--- config.mk ---
export PLATFORM = sky130hd
export DESIGN_NAME = amr_regs
export DESIGN_NICKNAME = d
export VERILOG_FILES = /design/src/amr_pkg.sv /design/src/amr_gain_if.sv /design/src/amr_gain_dec.sv /design/src/amr_regs.sv
export SDC_FILE = /design/constraint.sdc
export NUM_CORES = 1
export LEC_CHECK = 0
export ABC_AREA = 1
export BUFFER_PORTS_ARGS = -buffer_cell sky130_fd_sc_hd__buf_2
export CORE_MARGIN = 4
export CORE_UTILIZATION = 47
export DETAILED_ROUTE_END_ITERATION = 7
export PLACE_DENSITY = 0.72
export SETUP_SLACK_MARGIN = 0.3
export SLEW_MARGIN = 40
export SYNTH_ARGS = -nofsm -noshare
export SYNTH_HDL_FRONTEND = slang
export SYNTH_HIERARCHICAL = 1
export SYNTH_SLANG_ARGS = --single-unit
export TNS_END_PERCENT = 5
--- constraint.sdc ---
create_clock -name pclk -period 3.4 [get_ports pclk]
set_input_delay 0.34 -clock pclk [delete_from_list [all_inputs] [get_ports pclk]]
set_output_delay 0.34 -clock pclk [all_outputs]
set_load 0.05 [all_outputs]
--- src/amr_pkg.sv ---
// Constants for the audio mixer routing register bank.
// Assumes a 32-bit APB with word-aligned registers.
package amr_pkg;

  // Bus widths
  localparam int unsigned ADDR_W = 12;
  localparam int unsigned DATA_W = 32;
  localparam int unsigned REG_W = 16;

  // Register indices; byte address is four times the index
  localparam logic [9:0] IDX_RIN_DIRECT = 10'h02C;
  localparam logic [9:0] IDX_LOUT_ROUTE = 10'h02D;
  localparam logic [9:0] IDX_ROUT_ROUTE = 10'h02E;
  localparam logic [9:0] IDX_MIX_CTRL = 10'h040;
  localparam logic [9:0] IDX_MIX_STATUS = 10'h041;

  // Reset values
  localparam logic [15:0] RST_RIN_DIRECT = 16'h0000;
  localparam logic [15:0] RST_LOUT_ROUTE = 16'h0000;
  localparam logic [15:0] RST_ROUT_ROUTE = 16'h0000;
  localparam logic [15:0] RST_MIX_CTRL = 16'h0000;

  // Writable bits of each register
  localparam logic [15:0] MSK_RIN_DIRECT = 16'h01C7;
  localparam logic [15:0] MSK_ROUTE = 16'h01FF;
  localparam logic [15:0] MSK_MIX_CTRL = 16'h0003;

  // Field positions, input mixer direct gain register
  localparam int unsigned F_BYP_GAIN_LSB = 6;
  localparam int unsigned F_BYP_GAIN_MSB = 8;
  localparam int unsigned F_RXV_GAIN_LSB = 0;
  localparam int unsigned F_RXV_GAIN_MSB = 2;

  // Field positions, output mixer routing registers
  localparam int unsigned F_PHONES_SEL = 8;
  localparam int unsigned F_CROSS_MIX = 7;
  localparam int unsigned F_SAME_MIX = 6;
  localparam int unsigned F_OTHER_L2N = 5;
  localparam int unsigned F_SAME_L2N = 4;
  localparam int unsigned F_OTHER_AMP1 = 3;
  localparam int unsigned F_SAME_AMP1 = 2;
  localparam int unsigned F_SAME_L2P = 1;
  localparam int unsigned F_DAC = 0;

  // Field positions, control and status
  localparam int unsigned F_BOOST = 0;
  localparam int unsigned F_MIDRAIL_EN = 1;
  localparam int unsigned F_ST_NEEDED = 0;
  localparam int unsigned F_ST_MISSING = 1;

  // Gain code arithmetic, in dB
  localparam logic [2:0] GAIN_MUTE = 3'h0;
  localparam logic [2:0] GAIN_MAX = 3'h7;
  localparam logic signed [5:0] GAIN_BASE_DB = -6'sd15;
  localparam logic signed [5:0] GAIN_STEP_DB = 6'sd3;
  localparam logic signed [4:0] GAIN_BOOST_DB = 5'sd15;
  localparam logic signed [4:0] GAIN_MUTE_DB = 5'sd0;

  // Number of decoded gain fields
  localparam int unsigned NUM_GAIN = 2;
  localparam int unsigned GI_BYPASS = 0;
  localparam int unsigned GI_RECEIVE_VOICE_INPUT = 1;

  // Bus slave states
  typedef enum logic [1:0] {
    ST_IDLE = 2'b01,
    ST_ACK = 2'b10
  } amr_state_t;

endpackage : amr_pkg

--- src/amr_gain_if.sv ---
// Carries a gain code to its decoder and the decoded gain back.
// Assumes both ends sit in the same clock domain.
`timescale 1ns/1ps
interface amr_gain_if;
  logic [2:0] code;
  logic boost;
  logic signed [4:0] db;
  logic muted;

  modport dec (
    input code,
    input boost,
    output db,
    output muted
  );

  modport user (
    output code,
    output boost,
    input db,
    input muted
  );
endinterface : amr_gain_if

--- src/amr_gain_dec.sv ---
// Decodes a three-bit mixer gain code into a signed gain in dB.
// Assumes the user registers the result; purely combinational.
`timescale 1ns/1ps
module amr_gain_dec (
  // Code in, gain out
  amr_gain_if.dec g
);

  logic signed [5:0] lin_db;

  always_comb begin
    lin_db = amr_pkg::GAIN_BASE_DB
      + $signed({3'h0, g.code}) * amr_pkg::GAIN_STEP_DB;
    g.muted = (g.code == amr_pkg::GAIN_MUTE);
    if (g.code == amr_pkg::GAIN_MUTE) begin
      g.db = amr_pkg::GAIN_MUTE_DB;
    end else if (g.boost && g.code == amr_pkg::GAIN_MAX) begin
      // Boost only lifts the top code
      g.db = amr_pkg::GAIN_BOOST_DB;
    end else begin
      g.db = lin_db[4:0];
    end
  end

endmodule : amr_gain_dec

--- src/amr_regs.sv ---
// Mixer routing and gain register bank behind an APB slave.
// Assumes a same-clock APB master; no pins cross a clock domain.
//
// Contract
// - Bits 8:6 of 0x2C: bypass gain, reset mute
// - Boost makes bypass code 111 mean +15dB
// - Bits 2:0 of 0x2C: voice gain, reset mute
// - 0x2D bit 8 picks left phones source
// - 0x2D bits 7,6 route input mixers leftward
// - 0x2D bits 5,4,1 route second line inputs
// - 0x2D bits 3,2 route first amplifiers
// - 0x2D bit 0 routes left DAC
// - 0x2E bit 8 picks right phones source
// - 0x2E bits 7,6 route input mixers rightward
// - 0x2E bits 5,4,1 route second line inputs
// - 0x2E bits 3,2 route first amplifiers
// - 0x2E bit 0 routes right DAC
`timescale 1ns/1ps
module amr_regs (
  // Clock, reset, enable
  input wire logic pclk,
  input wire logic presetn,
  input wire logic pclk_en,
  // APB slave
  input wire logic psel,
  input wire logic penable,
  input wire logic pwrite,
  input wire logic [11:0] paddr,
  input wire logic [31:0] pwdata,
  input wire logic [3:0] pstrb,
  output logic [31:0] prdata,
  output logic pready,
  output logic pslverr,
  // Right input mixer gains and midrail buffer enable
  output logic [2:0] right_bypass_gain,
  output logic [2:0] rx_voice_right_gain,
  output logic right_bypass_boost,
  output logic midrail_buffer_enable,
  // Decoded gains
  output logic signed [4:0] right_bypass_db,
  output logic right_bypass_muted,
  output logic signed [4:0] rx_voice_right_db,
  output logic rx_voice_right_muted,
  // Left output mixer routing
  output logic left_phones_source_sel,
  output logic rin_mix_to_lout_mix_on,
  output logic lin_mix_to_lout_mix_on,
  output logic r_line2_neg_to_lout_on,
  output logic l_line2_neg_to_lout_on,
  output logic r_amp1_to_lout_on,
  output logic l_amp1_to_lout_on,
  output logic l_line2_pos_to_lout_on,
  output logic left_dac_to_lout_on,
  // Right output mixer routing
  output logic right_phones_source_sel,
  output logic lin_mix_to_rout_mix_on,
  output logic rin_mix_to_rout_mix_on,
  output logic l_line2_neg_to_rout_on,
  output logic r_line2_neg_to_rout_on,
  output logic l_amp1_to_rout_on,
  output logic r_amp1_to_rout_on,
  output logic r_line2_pos_to_rout_on,
  output logic right_dac_to_rout_on,
  // Midrail buffer status
  output logic midrail_needed,
  output logic midrail_missing
);

  amr_pkg::amr_state_t state_r;
  logic [15:0] rin_direct_r;
  logic [15:0] lout_route_r;
  logic [15:0] rout_route_r;
  logic [15:0] mix_ctrl_r;
  logic [31:0] prdata_r;
  logic pready_r;
  logic pslverr_r;
  logic signed [4:0] byp_db_r;
  logic byp_muted_r;
  logic signed [4:0] rxv_db_r;
  logic rxv_muted_r;
  logic needed_r;
  logic missing_r;

  logic [9:0] widx;
  logic setup;
  logic wr_done;
  logic hit;
  logic [15:0] wbits;
  logic [15:0] wen;
  logic [31:0] rd_nxt;
  logic needed_nxt;
  logic [15:0] status_w;

  // Bus decode
  assign widx = paddr[11:2];
  assign setup = psel && !penable && state_r == amr_pkg::ST_IDLE;
  assign wr_done = psel && penable && pready_r && pwrite && !pslverr_r;
  assign wbits = pwdata[15:0];
  assign wen = {{8{pstrb[1]}}, {8{pstrb[0]}}};

  always_comb begin
    hit = 1'b1;
    case (widx)
      amr_pkg::IDX_RIN_DIRECT: rd_nxt = {16'h0000, rin_direct_r};
      amr_pkg::IDX_LOUT_ROUTE: rd_nxt = {16'h0000, lout_route_r};
      amr_pkg::IDX_ROUT_ROUTE: rd_nxt = {16'h0000, rout_route_r};
      amr_pkg::IDX_MIX_CTRL: rd_nxt = {16'h0000, mix_ctrl_r};
      amr_pkg::IDX_MIX_STATUS: rd_nxt = {16'h0000, status_w};
      default: begin
        rd_nxt = 32'h0000_0000;
        hit = 1'b0;
      end
    endcase
  end

  // No wait state: pready rises in the first access cycle, with prdata and pready straight from flops
  always_ff @(posedge pclk or negedge presetn) begin
    if (!presetn) begin
      state_r <= amr_pkg::ST_IDLE;
    end else if (pclk_en) begin
      case (state_r)
        amr_pkg::ST_IDLE: begin
          if (setup) begin
            state_r <= amr_pkg::ST_ACK;
          end
        end
        amr_pkg::ST_ACK: begin
          if (psel && penable) begin
            state_r <= amr_pkg::ST_IDLE;
          end
        end
        default: state_r <= amr_pkg::ST_IDLE;
      endcase
    end
  end

  always_ff @(posedge pclk or negedge presetn) begin
    if (!presetn) begin
      pready_r <= 1'b0;
      pslverr_r <= 1'b0;
      prdata_r <= 32'h0000_0000;
    end else if (pclk_en) begin
      if (setup) begin
        pready_r <= 1'b1;
        pslverr_r <= !hit;
        prdata_r <= pwrite ? 32'h0000_0000 : rd_nxt;
      end else if (psel && penable && pready_r) begin
        pready_r <= 1'b0;
        pslverr_r <= 1'b0;
        prdata_r <= 32'h0000_0000;
      end
    end
  end

  // Only mapped fields take write data; the rest stays zero
  always_ff @(posedge pclk or negedge presetn) begin
    if (!presetn) begin
      rin_direct_r <= amr_pkg::RST_RIN_DIRECT;
    end else if (pclk_en && wr_done
                 && widx == amr_pkg::IDX_RIN_DIRECT) begin
      rin_direct_r <= (rin_direct_r & ~wen)
        | (wbits & wen & amr_pkg::MSK_RIN_DIRECT);
    end
  end

  always_ff @(posedge pclk or negedge presetn) begin
    if (!presetn) begin
      lout_route_r <= amr_pkg::RST_LOUT_ROUTE;
    end else if (pclk_en && wr_done
                 && widx == amr_pkg::IDX_LOUT_ROUTE) begin
      lout_route_r <= (lout_route_r & ~wen)
        | (wbits & wen & amr_pkg::MSK_ROUTE);
    end
  end

  always_ff @(posedge pclk or negedge presetn) begin
    if (!presetn) begin
      rout_route_r <= amr_pkg::RST_ROUT_ROUTE;
    end else if (pclk_en && wr_done
                 && widx == amr_pkg::IDX_ROUT_ROUTE) begin
      rout_route_r <= (rout_route_r & ~wen)
        | (wbits & wen & amr_pkg::MSK_ROUTE);
    end
  end

  always_ff @(posedge pclk or negedge presetn) begin
    if (!presetn) begin
      mix_ctrl_r <= amr_pkg::RST_MIX_CTRL;
    end else if (pclk_en && wr_done
                 && widx == amr_pkg::IDX_MIX_CTRL) begin
      mix_ctrl_r <= (mix_ctrl_r & ~wen)
        | (wbits & wen & amr_pkg::MSK_MIX_CTRL);
    end
  end

  // Gain decoders, one per three-bit gain field
  amr_gain_if gif [amr_pkg::NUM_GAIN] ();

  for (genvar gi = 0; gi < amr_pkg::NUM_GAIN; gi++) begin : g_dec
    if (gi == amr_pkg::GI_BYPASS) begin : g_byp
      assign gif[gi].code = rin_direct_r[amr_pkg::F_BYP_GAIN_MSB:
                                         amr_pkg::F_BYP_GAIN_LSB];
      assign gif[gi].boost = mix_ctrl_r[amr_pkg::F_BOOST];
    end else begin : g_rxv
      assign gif[gi].code = rin_direct_r[amr_pkg::F_RXV_GAIN_MSB:
                                         amr_pkg::F_RXV_GAIN_LSB];
      // Voice path has no boost option
      assign gif[gi].boost = 1'b0;
    end
    amr_gain_dec u_dec (
      .g(gif[gi])
    );
  end

  always_ff @(posedge pclk or negedge presetn) begin
    if (!presetn) begin
      byp_db_r <= amr_pkg::GAIN_MUTE_DB;
      byp_muted_r <= 1'b1;
      rxv_db_r <= amr_pkg::GAIN_MUTE_DB;
      rxv_muted_r <= 1'b1;
    end else if (pclk_en) begin
      byp_db_r <= gif[amr_pkg::GI_BYPASS].db;
      byp_muted_r <= gif[amr_pkg::GI_BYPASS].muted;
      rxv_db_r <= gif[amr_pkg::GI_RECEIVE_VOICE_INPUT].db;
      rxv_muted_r <= gif[amr_pkg::GI_RECEIVE_VOICE_INPUT].muted;
    end
  end

  // Software owns the buffer enable; the block only flags a gap
  always_comb begin
    needed_nxt = (rin_direct_r[amr_pkg::F_BYP_GAIN_MSB:
                               amr_pkg::F_BYP_GAIN_LSB]
                  != amr_pkg::GAIN_MUTE)
      || lout_route_r[amr_pkg::F_OTHER_L2N]
      || lout_route_r[amr_pkg::F_SAME_L2N]
      || lout_route_r[amr_pkg::F_SAME_L2P]
      || rout_route_r[amr_pkg::F_OTHER_L2N]
      || rout_route_r[amr_pkg::F_SAME_L2N]
      || rout_route_r[amr_pkg::F_SAME_L2P];
  end

  always_ff @(posedge pclk or negedge presetn) begin
    if (!presetn) begin
      needed_r <= 1'b0;
      missing_r <= 1'b0;
    end else if (pclk_en) begin
      needed_r <= needed_nxt;
      missing_r <= needed_nxt && !mix_ctrl_r[amr_pkg::F_MIDRAIL_EN];
    end
  end

  always_comb begin
    status_w = 16'h0000;
    status_w[amr_pkg::F_ST_NEEDED] = needed_r;
    status_w[amr_pkg::F_ST_MISSING] = missing_r;
  end

  // Bus outputs
  assign prdata = prdata_r;
  assign pready = pready_r;
  assign pslverr = pslverr_r;

  // Input mixer gains and control
  assign right_bypass_gain = rin_direct_r[amr_pkg::F_BYP_GAIN_MSB:
                                          amr_pkg::F_BYP_GAIN_LSB];
  assign rx_voice_right_gain = rin_direct_r[amr_pkg::F_RXV_GAIN_MSB:
                                            amr_pkg::F_RXV_GAIN_LSB];
  assign right_bypass_boost = mix_ctrl_r[amr_pkg::F_BOOST];
  assign midrail_buffer_enable = mix_ctrl_r[amr_pkg::F_MIDRAIL_EN];
  assign right_bypass_db = byp_db_r;
  assign right_bypass_muted = byp_muted_r;
  assign rx_voice_right_db = rxv_db_r;
  assign rx_voice_right_muted = rxv_muted_r;

  // Left output mixer; a one unmutes each path
  assign left_phones_source_sel = lout_route_r[amr_pkg::F_PHONES_SEL];
  assign rin_mix_to_lout_mix_on = lout_route_r[amr_pkg::F_CROSS_MIX];
  assign lin_mix_to_lout_mix_on = lout_route_r[amr_pkg::F_SAME_MIX];
  assign r_line2_neg_to_lout_on = lout_route_r[amr_pkg::F_OTHER_L2N];
  assign l_line2_neg_to_lout_on = lout_route_r[amr_pkg::F_SAME_L2N];
  assign r_amp1_to_lout_on = lout_route_r[amr_pkg::F_OTHER_AMP1];
  assign l_amp1_to_lout_on = lout_route_r[amr_pkg::F_SAME_AMP1];
  assign l_line2_pos_to_lout_on = lout_route_r[amr_pkg::F_SAME_L2P];
  assign left_dac_to_lout_on = lout_route_r[amr_pkg::F_DAC];

  // Right output mixer; mirror image of the left one
  assign right_phones_source_sel = rout_route_r[amr_pkg::F_PHONES_SEL];
  assign lin_mix_to_rout_mix_on = rout_route_r[amr_pkg::F_CROSS_MIX];
  assign rin_mix_to_rout_mix_on = rout_route_r[amr_pkg::F_SAME_MIX];
  assign l_line2_neg_to_rout_on = rout_route_r[amr_pkg::F_OTHER_L2N];
  assign r_line2_neg_to_rout_on = rout_route_r[amr_pkg::F_SAME_L2N];
  assign l_amp1_to_rout_on = rout_route_r[amr_pkg::F_OTHER_AMP1];
  assign r_amp1_to_rout_on = rout_route_r[amr_pkg::F_SAME_AMP1];
  assign r_line2_pos_to_rout_on = rout_route_r[amr_pkg::F_SAME_L2P];
  assign right_dac_to_rout_on = rout_route_r[amr_pkg::F_DAC];

  // Midrail status
  assign midrail_needed = needed_r;
  assign midrail_missing = missing_r;

endmodule : amr_regs

==> flow_summary.toml, run 1 <==
[sta]
setup_viol = 0
fmax_mhz = 525.8
slew_violations = 0
finalCriticalPeriod_ns = 1.902
max_slew_margin = 0.5066
hold_viol_final = 0
worst_hold_slack_ns = 0.2233
worstMarginPinSlew_ns = 0.7401
rsz0062_at_grt = "false"
skew_ns = 0.01009
fin_crit_sh = 0.5594
fin_setup_tns_ns = 0

[worst_setup_path]
crit_slowest_cell = "dfrtp_1"
critPathRequiredTime_ns = 3.70
endpoint_kind = "register"
arrival_ns = 2.21
crit_type = "register to register"
rr_endpoint = "right_bypass_db[3]"
critPathMaxStageDelay_ns = 0.52
cp_max_fo = 7
r2r_cells = 9
cp-start-kind = "register"
r2r_slack_ns = 1.50
path_cells = "inv_1, ha_1, inv_1, fa_1, nand2_1, nand2_1, a21oi_1, nand2_1, nand2_1"
crit_top_cell = "nand2_1"

[clocking]
cts_buffer_depth = 2
cts_made_buffers = 9
cts.clk_slew.worst_paths_ns = 0.09
postCtsSetupBuffers = 0
cts_tree = "done"
cts_sinks = 98
clkLatencyLatePin_ns = 0.37
cts.htree.levels = 3
cts_resized = 0
root_buffer = "clkbuf_8"

[power_and_ir_drop]
ir_drop_uv = 268.9
power_density_mw_per_mm2 = 405.1
p_total_uw = 2212
p_leak_uw = 0.003163

[run]
maxCapViolations = 0

[drt]
vias = 3901
vias_per_cell = 4.858
drc = 0
final_antenna_net_count = 0
wirelength_um = 10880
drt_pass1_iterations = 4
dr.first_iter.drc_count = 231
wl_per_cell_um = 13.55

[final_layout]
drive_above_1_share = 0.1925
final_area_mm2 = 0.005460
antenna_cells = 0
syn2layout_area_growth_pct = 13.06
fillers = 933
final_cell_mix = "206 x nand2_1, 95 x dfrtp_1, 84 x inv_1"
final_common_cell = "nand2_1"
nets = 731

[outcome]
outcome = "finished clean"

[synth]
synthArstFlopShare = 1.000
synth_ff_type = "dfrtp_1"
synth-seq-area-share = 0.5085
syn-cell-area_mm2 = 0.004830
synth-edff-count = 0
yosysWarnings = 6
synth_top_cell_area_share = 0.4922
synth.area.top_cells = "dfrtp_1 49%, nand2_1 16%, inv_1 6.5%"
synth_area_per_cell_um2 = 8.256
yosys_register_bits = 98
synth.distinct_cells = 31
yosysTopAreaCell = "dfrtp_1"
syn_inst = 585

[place]
io_buffers = 84
dpl_cell_area_mm2 = 0.005255
globalplace.congestion = 0.8257
dpl.hpwl_um = 8042

[grt]
grt_use_total = 0.1931
grt-ovfl-total = 0
grt_max_degree = 67
grt_pass1_wl_um = 17770
grt_pass1_vias = 3767
antenna_found_initial = 1

[worst_hold_path]
worstHoldStart = "pwdata[3]"
min_path_cells = 3
hold_path_class = "input port to register"

[floorplanning]
ioPinCount = 128
die_width_um = 109.4
dieArea_mm2 = 0.01196
die_y_um = 109.4
core-area_mm2 = 0.009910
start_util = 0.4874
rows = 36
layout make-up:
| cell class | count | area (um2) | area share |
|---|---|---|---|
| Sequential cell | 98 | 2456 | 0.4498 |
| Clock inverter | 2 | 38.79 | 0.007104 |
| Timing Repair Buffer | 87 | 451.7 | 0.08272 |
| Multi-Input combinational cell | 382 | 1868 | 0.3421 |
| Tap cell | 133 | 166.4 | 0.03048 |
| Inverter | 87 | 326.6 | 0.05981 |
| Clock buffer | 14 | 152.6 | 0.02796 |
stage by stage:
step	util	cells	setup WS [ns]
after CTS	0.5496	802	1.500
after detailed placement	0.5303	786	1.288
final	0.5510	803	1.498
after global placement	0.5303	786	1.333
after floorplan	-	601	1.754
after global routing	0.5510	803	1.332
worst max-delay path: cells and delay by family, from the launching register on:
kind	cells	cell delay [ns]
buffers and inverters	2	0.19
AND/OR/NAND/NOR	4	0.28
adder cells (fa/ha/maj)	2	0.71
flip-flops	1	0.52
AO/OA/AOI/OAI	1	0.12
where the power goes:
group	total [uW]	switching (uW)	internal (uW)
logic	243	191	52.6
clock network	754	389	365
registers	1210	18.5	1200
worst max path at each step:
stage                     depth (start not counted)            endpoint  startpoint  slack [ns]
after floorplan                                   7            register      pready        1.75
final                                             9  right_bypass_db[3]    register        1.50
after CTS                                         9  right_bypass_db[3]    register        1.50
after global placement                            7     rin_direct_r[3]   paddr[11]        1.33
after detailed placement                          7     rin_direct_r[3]   paddr[11]        1.29
after global routing                              8           prdata[7]  state_r[0]        1.33
Yosys cell counts, types with 3 or more instances:
cell and n:
nand2_1 206, dfrtp_1 95, inv_1 84, nor2_1 49, buf_4 24, nand4_1 18
o21ai_1 16, nand3_1 11, ha_1 10, a21oi_1 9, o21a_1 9, nor2_4 7
nand3_2 6, o21ai_0 6, buf_2 5, nor2_2 5, clkbuf_1 3, dfstp_2 3
inv_2 3
what timing repair did:
item                       in CTS  in global routing
hold endpoints to repair        0                 24
setup endpoints to repair       0                  0
hold buffers                    0                  1
logic make-up (layout without fill, tap and decap cells):
logic type	count (synthesis)	after routing	share of synthesized area
buf+inv	121	190	0.1171
other cells	1	17	0.0007765
compound gates	45	45	0.05466
flops	98	98	0.5086
simple gates	308	308	0.2847
fa+ha+maj	12	12	0.03420
routing by layer:
| layer | GRT usage | share of wire | vias to the layer above |
|---|---|---|---|
| li1 | - | - | 1914 |
| met1 | 0.2448 | 0.43 | 1850 |
| met2 | 0.3121 | 0.47 | 113 |
| met3 | 0.04287 | 0.065 | 22 |
| met4 | 0.09617 | 0.031 | 2 |
| met5 | 0 | 0.00046 | - |
No activity file was read; power rests on OpenSTA's default activity.
==> inputs of run 2 (changes only) <==
==> constraint.sdc (replaced) <==
create_clock -name pclk -period 1.8 [get_ports pclk]
set_input_delay 0.18 -clock pclk [delete_from_list [all_inputs] [get_ports pclk]]
set_output_delay 0.18 -clock pclk [all_outputs]
set_load 0.05 [all_outputs]
==> flow_summary.toml, run 2 (synthesis results as in run 1) <==
[outcome]
outcome = "finished clean"

[final_layout]
fin_cells = 825
final_common_cell = "nand2_1"
multi_input_area_mm2 = 0.001909
final_area_mm2 = 0.005682
nets = 753
register_area_mm2 = 0.002462
drive_above_1_share = 0.2457
syn2layout_area_growth_pct = 17.64
antenna_cells = 0
fillers = 921
final_cell_mix = "204 x nand2_1, 90 x dfrtp_1, 83 x buf_2"

[sta]
finalCriticalPeriod_ns = 1.632
fmax_mhz = 612.9
skew_ns = 0.01137
worst_slack_ns = 0.1683
fin_crit_sh = 0.9065
fin_setup_tns_ns = 0
setup_viol = 0
rsz0062_at_grt = "true"
hold_viol_final = 0
slew_violations = 0

[grt]
grt_use_total = 0.1959
grt_pass1_vias = 3802
grt-ovfl-total = 0
antenna_found_initial = 0
grt_max_degree = 55
grt_pass1_wl_um = 18210

[drt]
vias = 3924
final_antenna_net_count = 0
wl_per_cell_um = 13.45
drt_pass1_iterations = 4
dr.first_iter.drc_count = 248
vias_per_cell = 4.756
drc = 0
wirelength_um = 11100

[worst_setup_path]
crit_type = "register to register"
r2r_slack_ns = 0.17
endpoint_kind = "register"
cp_max_fo = 6
critPathRequiredTime_ns = 2.10
arrival_ns = 1.93
cp-start-kind = "register"

[worst_hold_path]
hold_path_class = "input port to register"

[clocking]
cts_sinks = 98
clkLatencyLatePin_ns = 0.36
cts.clk_slew.worst_paths_ns = 0.09
cts_buffer_depth = 2
root_buffer = "clkbuf_8"
cts_tree = "done"
cts_made_buffers = 9
cts.htree.levels = 3

[run]
maxCapViolations = 0

[floorplanning]
core-area_mm2 = 0.009910
die_width_um = 109.4
rows = 36
dieArea_mm2 = 0.01196
die_y_um = 109.4
ioPinCount = 128
start_util = 0.4874

[power_and_ir_drop]
power_density_mw_per_mm2 = 711.0
clkPwrFrac = 0.312
pwr-share-comb = 0.119
ir_drop_uv = 406.5
p_int_uw = 2890
switching_share = 0.2847
p_leak_uw = 0.003252
p_seq_frac = 0.570
p_switching_uw = 1150

[place]
dpl_cell_area_mm2 = 0.005433
io_buffers = 84
dpl.hpwl_um = 8681
globalplace.congestion = 0.8778
preCtsSetupSlack_ns = 0.1129
dp_cells = 804
-- run 2: changes by cell type in the layout (fill, tap and decap cells not counted), moves of 3 or more --
cell | before | now
buf_4 | 2 | 22
dfrtp_1 | 95 | 90
dfrtp_2 | 0 | 5
inv_1 | 84 | 80
clkinv_4 | 0 | 3
inv_2 | 3 | 6
-- run 2: final cells by class --
type | instances | share of cell area
Clock buffer | 11 | 0.02312
Clock inverter | 5 | 0.007267
Inverter | 87 | 0.05792
Multi-Input combinational cell | 382 | 0.3360
Sequential cell | 98 | 0.4334
Tap cell | 133 | 0.02929
Timing Repair Buffer | 109 | 0.1130
-- run 2: repair_timing --
action / 4_1_cts / 5_1_grt
setup buffers: 1 / 3
endpoints found under the hold margin: 24 / 0
pin swaps: 0 / 7
hold buffers: 1 / 0
endpoints found under the setup margin: 20 / 37
resized for setup: 1 / 11
-- run 2: per-stage QoR --
| step | hold WS [ns] | total power (uW) | util |
|---|---|---|---|
| final | 0.07514 | 4040 | 0.5734 |
| after detailed placement | 0.1094 | 2817 | 0.5482 |
| after CTS | 0.05967 | 4074 | 0.5676 |
| after global routing | 0.08259 | 4228 | 0.5734 |
| after global placement | 0.1097 | 2805 | 0.5482 |
| after floorplan | -0.1156 | 2686 | - |
-- run 2: power by group through the flow --
stage                     registers, uW  clock network, uW  logic, uW
after detailed placement           2350                  0        471
after floorplan                    2430                  0        256
after global placement             2340                  0        465
after global routing               2310               1380        532
after CTS                          2300               1300        474
final                              2300               1260        479
-- run 2: routing by layer --
layer  routed length [um]  vias to the layer above  global-route usage  part of all wire
met4                  224                        0             0.06768             0.020
li1                     -                     1950                   -                 -
met3                  536                       17             0.03464             0.048
met5                    0                        -                   0                 0
met2                 5434                      100              0.3195              0.49
met1                 4905                     1857              0.2648              0.44
-- run 2: worst max-delay path: stages (launching register included) --
cell	delay (ns)
dfrtp_2	0.45
inv_4	0.06
ha_4	0.26
inv_2	0.03
fa_2	0.51
inv_1	0.04
a21oi_1	0.13
nand2_1	0.06
nand2_1	0.05
-- run 2: worst paths after layout --
| path | cells past startpoint | end | start |
|---|---|---|---|
| worst max-delay path | 8 | rx_voice_right_db[2] | register |
| worst min-delay path | 3 | register | pwdata[4] |
| worst max register to register | 8 | rx_voice_right_db[2] | register |
| worst min register to register | 2 | rx_voice_right_muted | rx_voice_right_muted |
| max in group asynchronous | 3 | state_r[0] | presetn |
| min in group asynchronous | 2 | rx_voice_right_db[3] | presetn |
==> inputs of run 3 (changes only) <==
--- a/config.mk
+++ b/config.mk
@@ -5,12 +5,11 @@
 export SDC_FILE = /design/constraint.sdc
 export NUM_CORES = 1
 export LEC_CHECK = 0
-export ABC_AREA = 1
 export BUFFER_PORTS_ARGS = -buffer_cell sky130_fd_sc_hd__buf_2
 export CORE_MARGIN = 4
 export CORE_UTILIZATION = 47
 export DETAILED_ROUTE_END_ITERATION = 7
-export PLACE_DENSITY = 0.72
+export PLACE_DENSITY = 0.73
 export SETUP_SLACK_MARGIN = 0.3
 export SLEW_MARGIN = 40
 export SYNTH_ARGS = -nofsm -noshare
==> flow_summary.toml, run 3 <==
[sta]
slew_violations = 0
worst_slack_ns = -0.09584
skew_ns = 0.009710
finalCriticalPeriod_ns = 1.896
fmax_mhz = 527.5
setup_viol = 3
fin_crit_sh = 1.053
rsz0062_at_grt = "true"
hold_viol_final = 0
worst_hold_slack_ns = 0.05826

[drt]
drt_pass1_iterations = 4
final_antenna_net_count = 0
top_layer_used = "met4"
wl_met3_um = 813
drc = 0
vias_per_cell = 5.335
dr.first_iter.drc_count = 322
detailroute.wirelength.met2_um = 5656
vias = 3756
wl_per_cell_um = 17.13
wirelength_um = 12060
drt-met1-wl_um = 5361

[synth]
synth_area_per_cell_um2 = 10.89
yosysWarnings = 6
syn_inst = 441
synth_ff_type = "dfrtp_1"
synth_top_cell_area_share = 0.4952
synth.distinct_cells = 50
yosys_register_bits = 98
synthArstFlopShare = 1.000
synth.area.top_cells = "dfrtp_1 50%, mux2_2 9.4%, and2_1 5.1%"
synth-seq-area-share = 0.5116
yosysTopAreaCell = "dfrtp_1"
synth.most_common_cell = "dfrtp_1"
syn-cell-area_mm2 = 0.004801
synth-edff-count = 0
yosys-top-cells-count = "95 x dfrtp_1, 46 x nand2_1, 40 x mux2_2"

[power_and_ir_drop]
power_density_mw_per_mm2 = 651.9
p_leak_uw = 0.003249
ir_drop_uv = 467.3

[grt]
grt_pass1_vias = 3746
grt_max_degree = 59
antenna_found_initial = 0
grt_use_total = 0.2147
grt_pass1_wl_um = 19580
grt-ovfl-total = 0

[worst_setup_path]
r2r_cells = 7
critPathRequiredTime_ns = 2.06
crit_type = "register to register"
endpoint_kind = "register"
cp_max_fo = 2
cp-start-kind = "register"
arrival_ns = 2.15

[floorplanning]
core-area_mm2 = 0.009864
ioPinCount = 128
rows = 36
die_y_um = 109.1
start_util = 0.4867
dieArea_mm2 = 0.01190
die_width_um = 109.1

[worst_hold_path]
hold_path_class = "input port to register"
min_path_cells = 2

[clocking]
cts_buffer_depth = 2
cts.clk_slew.worst_paths_ns = 0.09
cts_tree = "done"
clkLatencyLatePin_ns = 0.37
cts_sinks = 98
root_buffer = "clkbuf_8"
cts_made_buffers = 9
cts.htree.levels = 3

[final_layout]
syn2layout_area_growth_pct = 33.02
antenna_cells = 0
fin_util = 0.6474
final_cell_mix = "91 x dfrtp_1, 81 x buf_2, 41 x nand2_1"
nets = 632
final_area_mm2 = 0.006386
final_common_cell = "dfrtp_1"
drive_above_1_share = 0.4956

[place]
io_buffers = 84
dpl_cell_area_mm2 = 0.005600
dpl.hpwl_um = 8596
globalplace.congestion = 0.9128

[outcome]
violations = "setup timing"
outcome = "complete, but fails checks"

[run]
maxCapViolations = 0
-- run 3: cell types whose count changed in the layout (fill, tap and decap cells not counted), moves of 16 or more --
cell and change:
and2_1 +17, and2_4 +22, buf_4 +16, inv_1 -80, mux2_4 +30, nand2_1 -163
nand4_1 -17, nor2_1 -26
-- run 3: power by group --
group	switching, uW	total [uW]	internal, uW	leakage [uW]
combinational	314	431	117	0.00180
clock	746	1460	717	0.0000986
sequential	33.4	2270	2240	0.00135
total	1090	4160	3070	0.00325
-- run 3: area by class of cell --
type                    count  area (um2)
flip-flops and latches     98        2461
fillers                   739        3478
inverters                   8       32.53
repair buffers            136       898.4
clock inverters             4       50.05
well taps                 133       166.4
multi-input cells         313        2623
clock buffers              12       155.1
-- run 3: routing by layer --
metal / vias up / track usage
li1: 1741 / -
met1: 1859 / 0.3044
met2: 138 / 0.3303
met3: 18 / 0.04144
met4: 0 / 0.07484
met5: - / 0
-- run 3: what timing repair did --
action | 4_1_cts | 5_1_grt
setup endpoints to repair | 73 | 86
endpoints found under the hold margin | 97 | 0
buffers inserted | 5 | 0
hold buffers | 3 | 0
resized for setup | 87 | 47
pin swaps | 35 | 53
-- run 3: final timing paths --
path,endpoint,startpoint,slack [ns]
min in group asynchronous,prdata[11],presetn,0.18
worst max register to register,rx_voice_right_db[3],register,-0.1
max in group asynchronous,right_bypass_muted,presetn,0.98
worst min register to register,prdata[2],prdata[2],0.48
worst min-delay path,register,pwdata[3],0.06
worst max-delay path,rx_voice_right_db[3],register,-0.1
-- run 3: worst max-delay path, stage by stage, from the launching register on --
cell and delay (ns):
dfrtp_1 0.42, buf_4 0.16, ha_4 0.16, fa_2 0.41
xnor2_2 0.18, nand2_1 0.08, o2bb2ai_2 0.12, mux2_4 0.25
-- run 3: logic make-up after synthesis --
logic type	Yosys count	share of synthesized area
AND/OR/NAND/NOR	150	0.1668
flip-flops	98	0.5116
AO/OA/AOI/OAI	73	0.09565
multiplexers	55	0.1251
buffers and inverters	48	0.05838
adder cells (fa/ha/maj)	12	0.03440
XOR/XNOR	4	0.007297
other	1	0.0007811
-- run 3: stage by stage --
step | total power [uW] | worst slack, ns | setup TNS, ns | cells
2_1_floorplan | 2587 | -0.02199 | -0.03031 | 459
3_3_place_gp | 2706 | -0.07127 | -0.3692 | 680
3_5_place_dp | 2717 | -0.1430 | -1.266 | 680
4_1_cts | 4180 | -0.06626 | -0.1213 | 704
5_1_grt | 4330 | -0.1708 | -0.4599 | 704
6_report | 4163 | -0.09584 | -0.1740 | 704
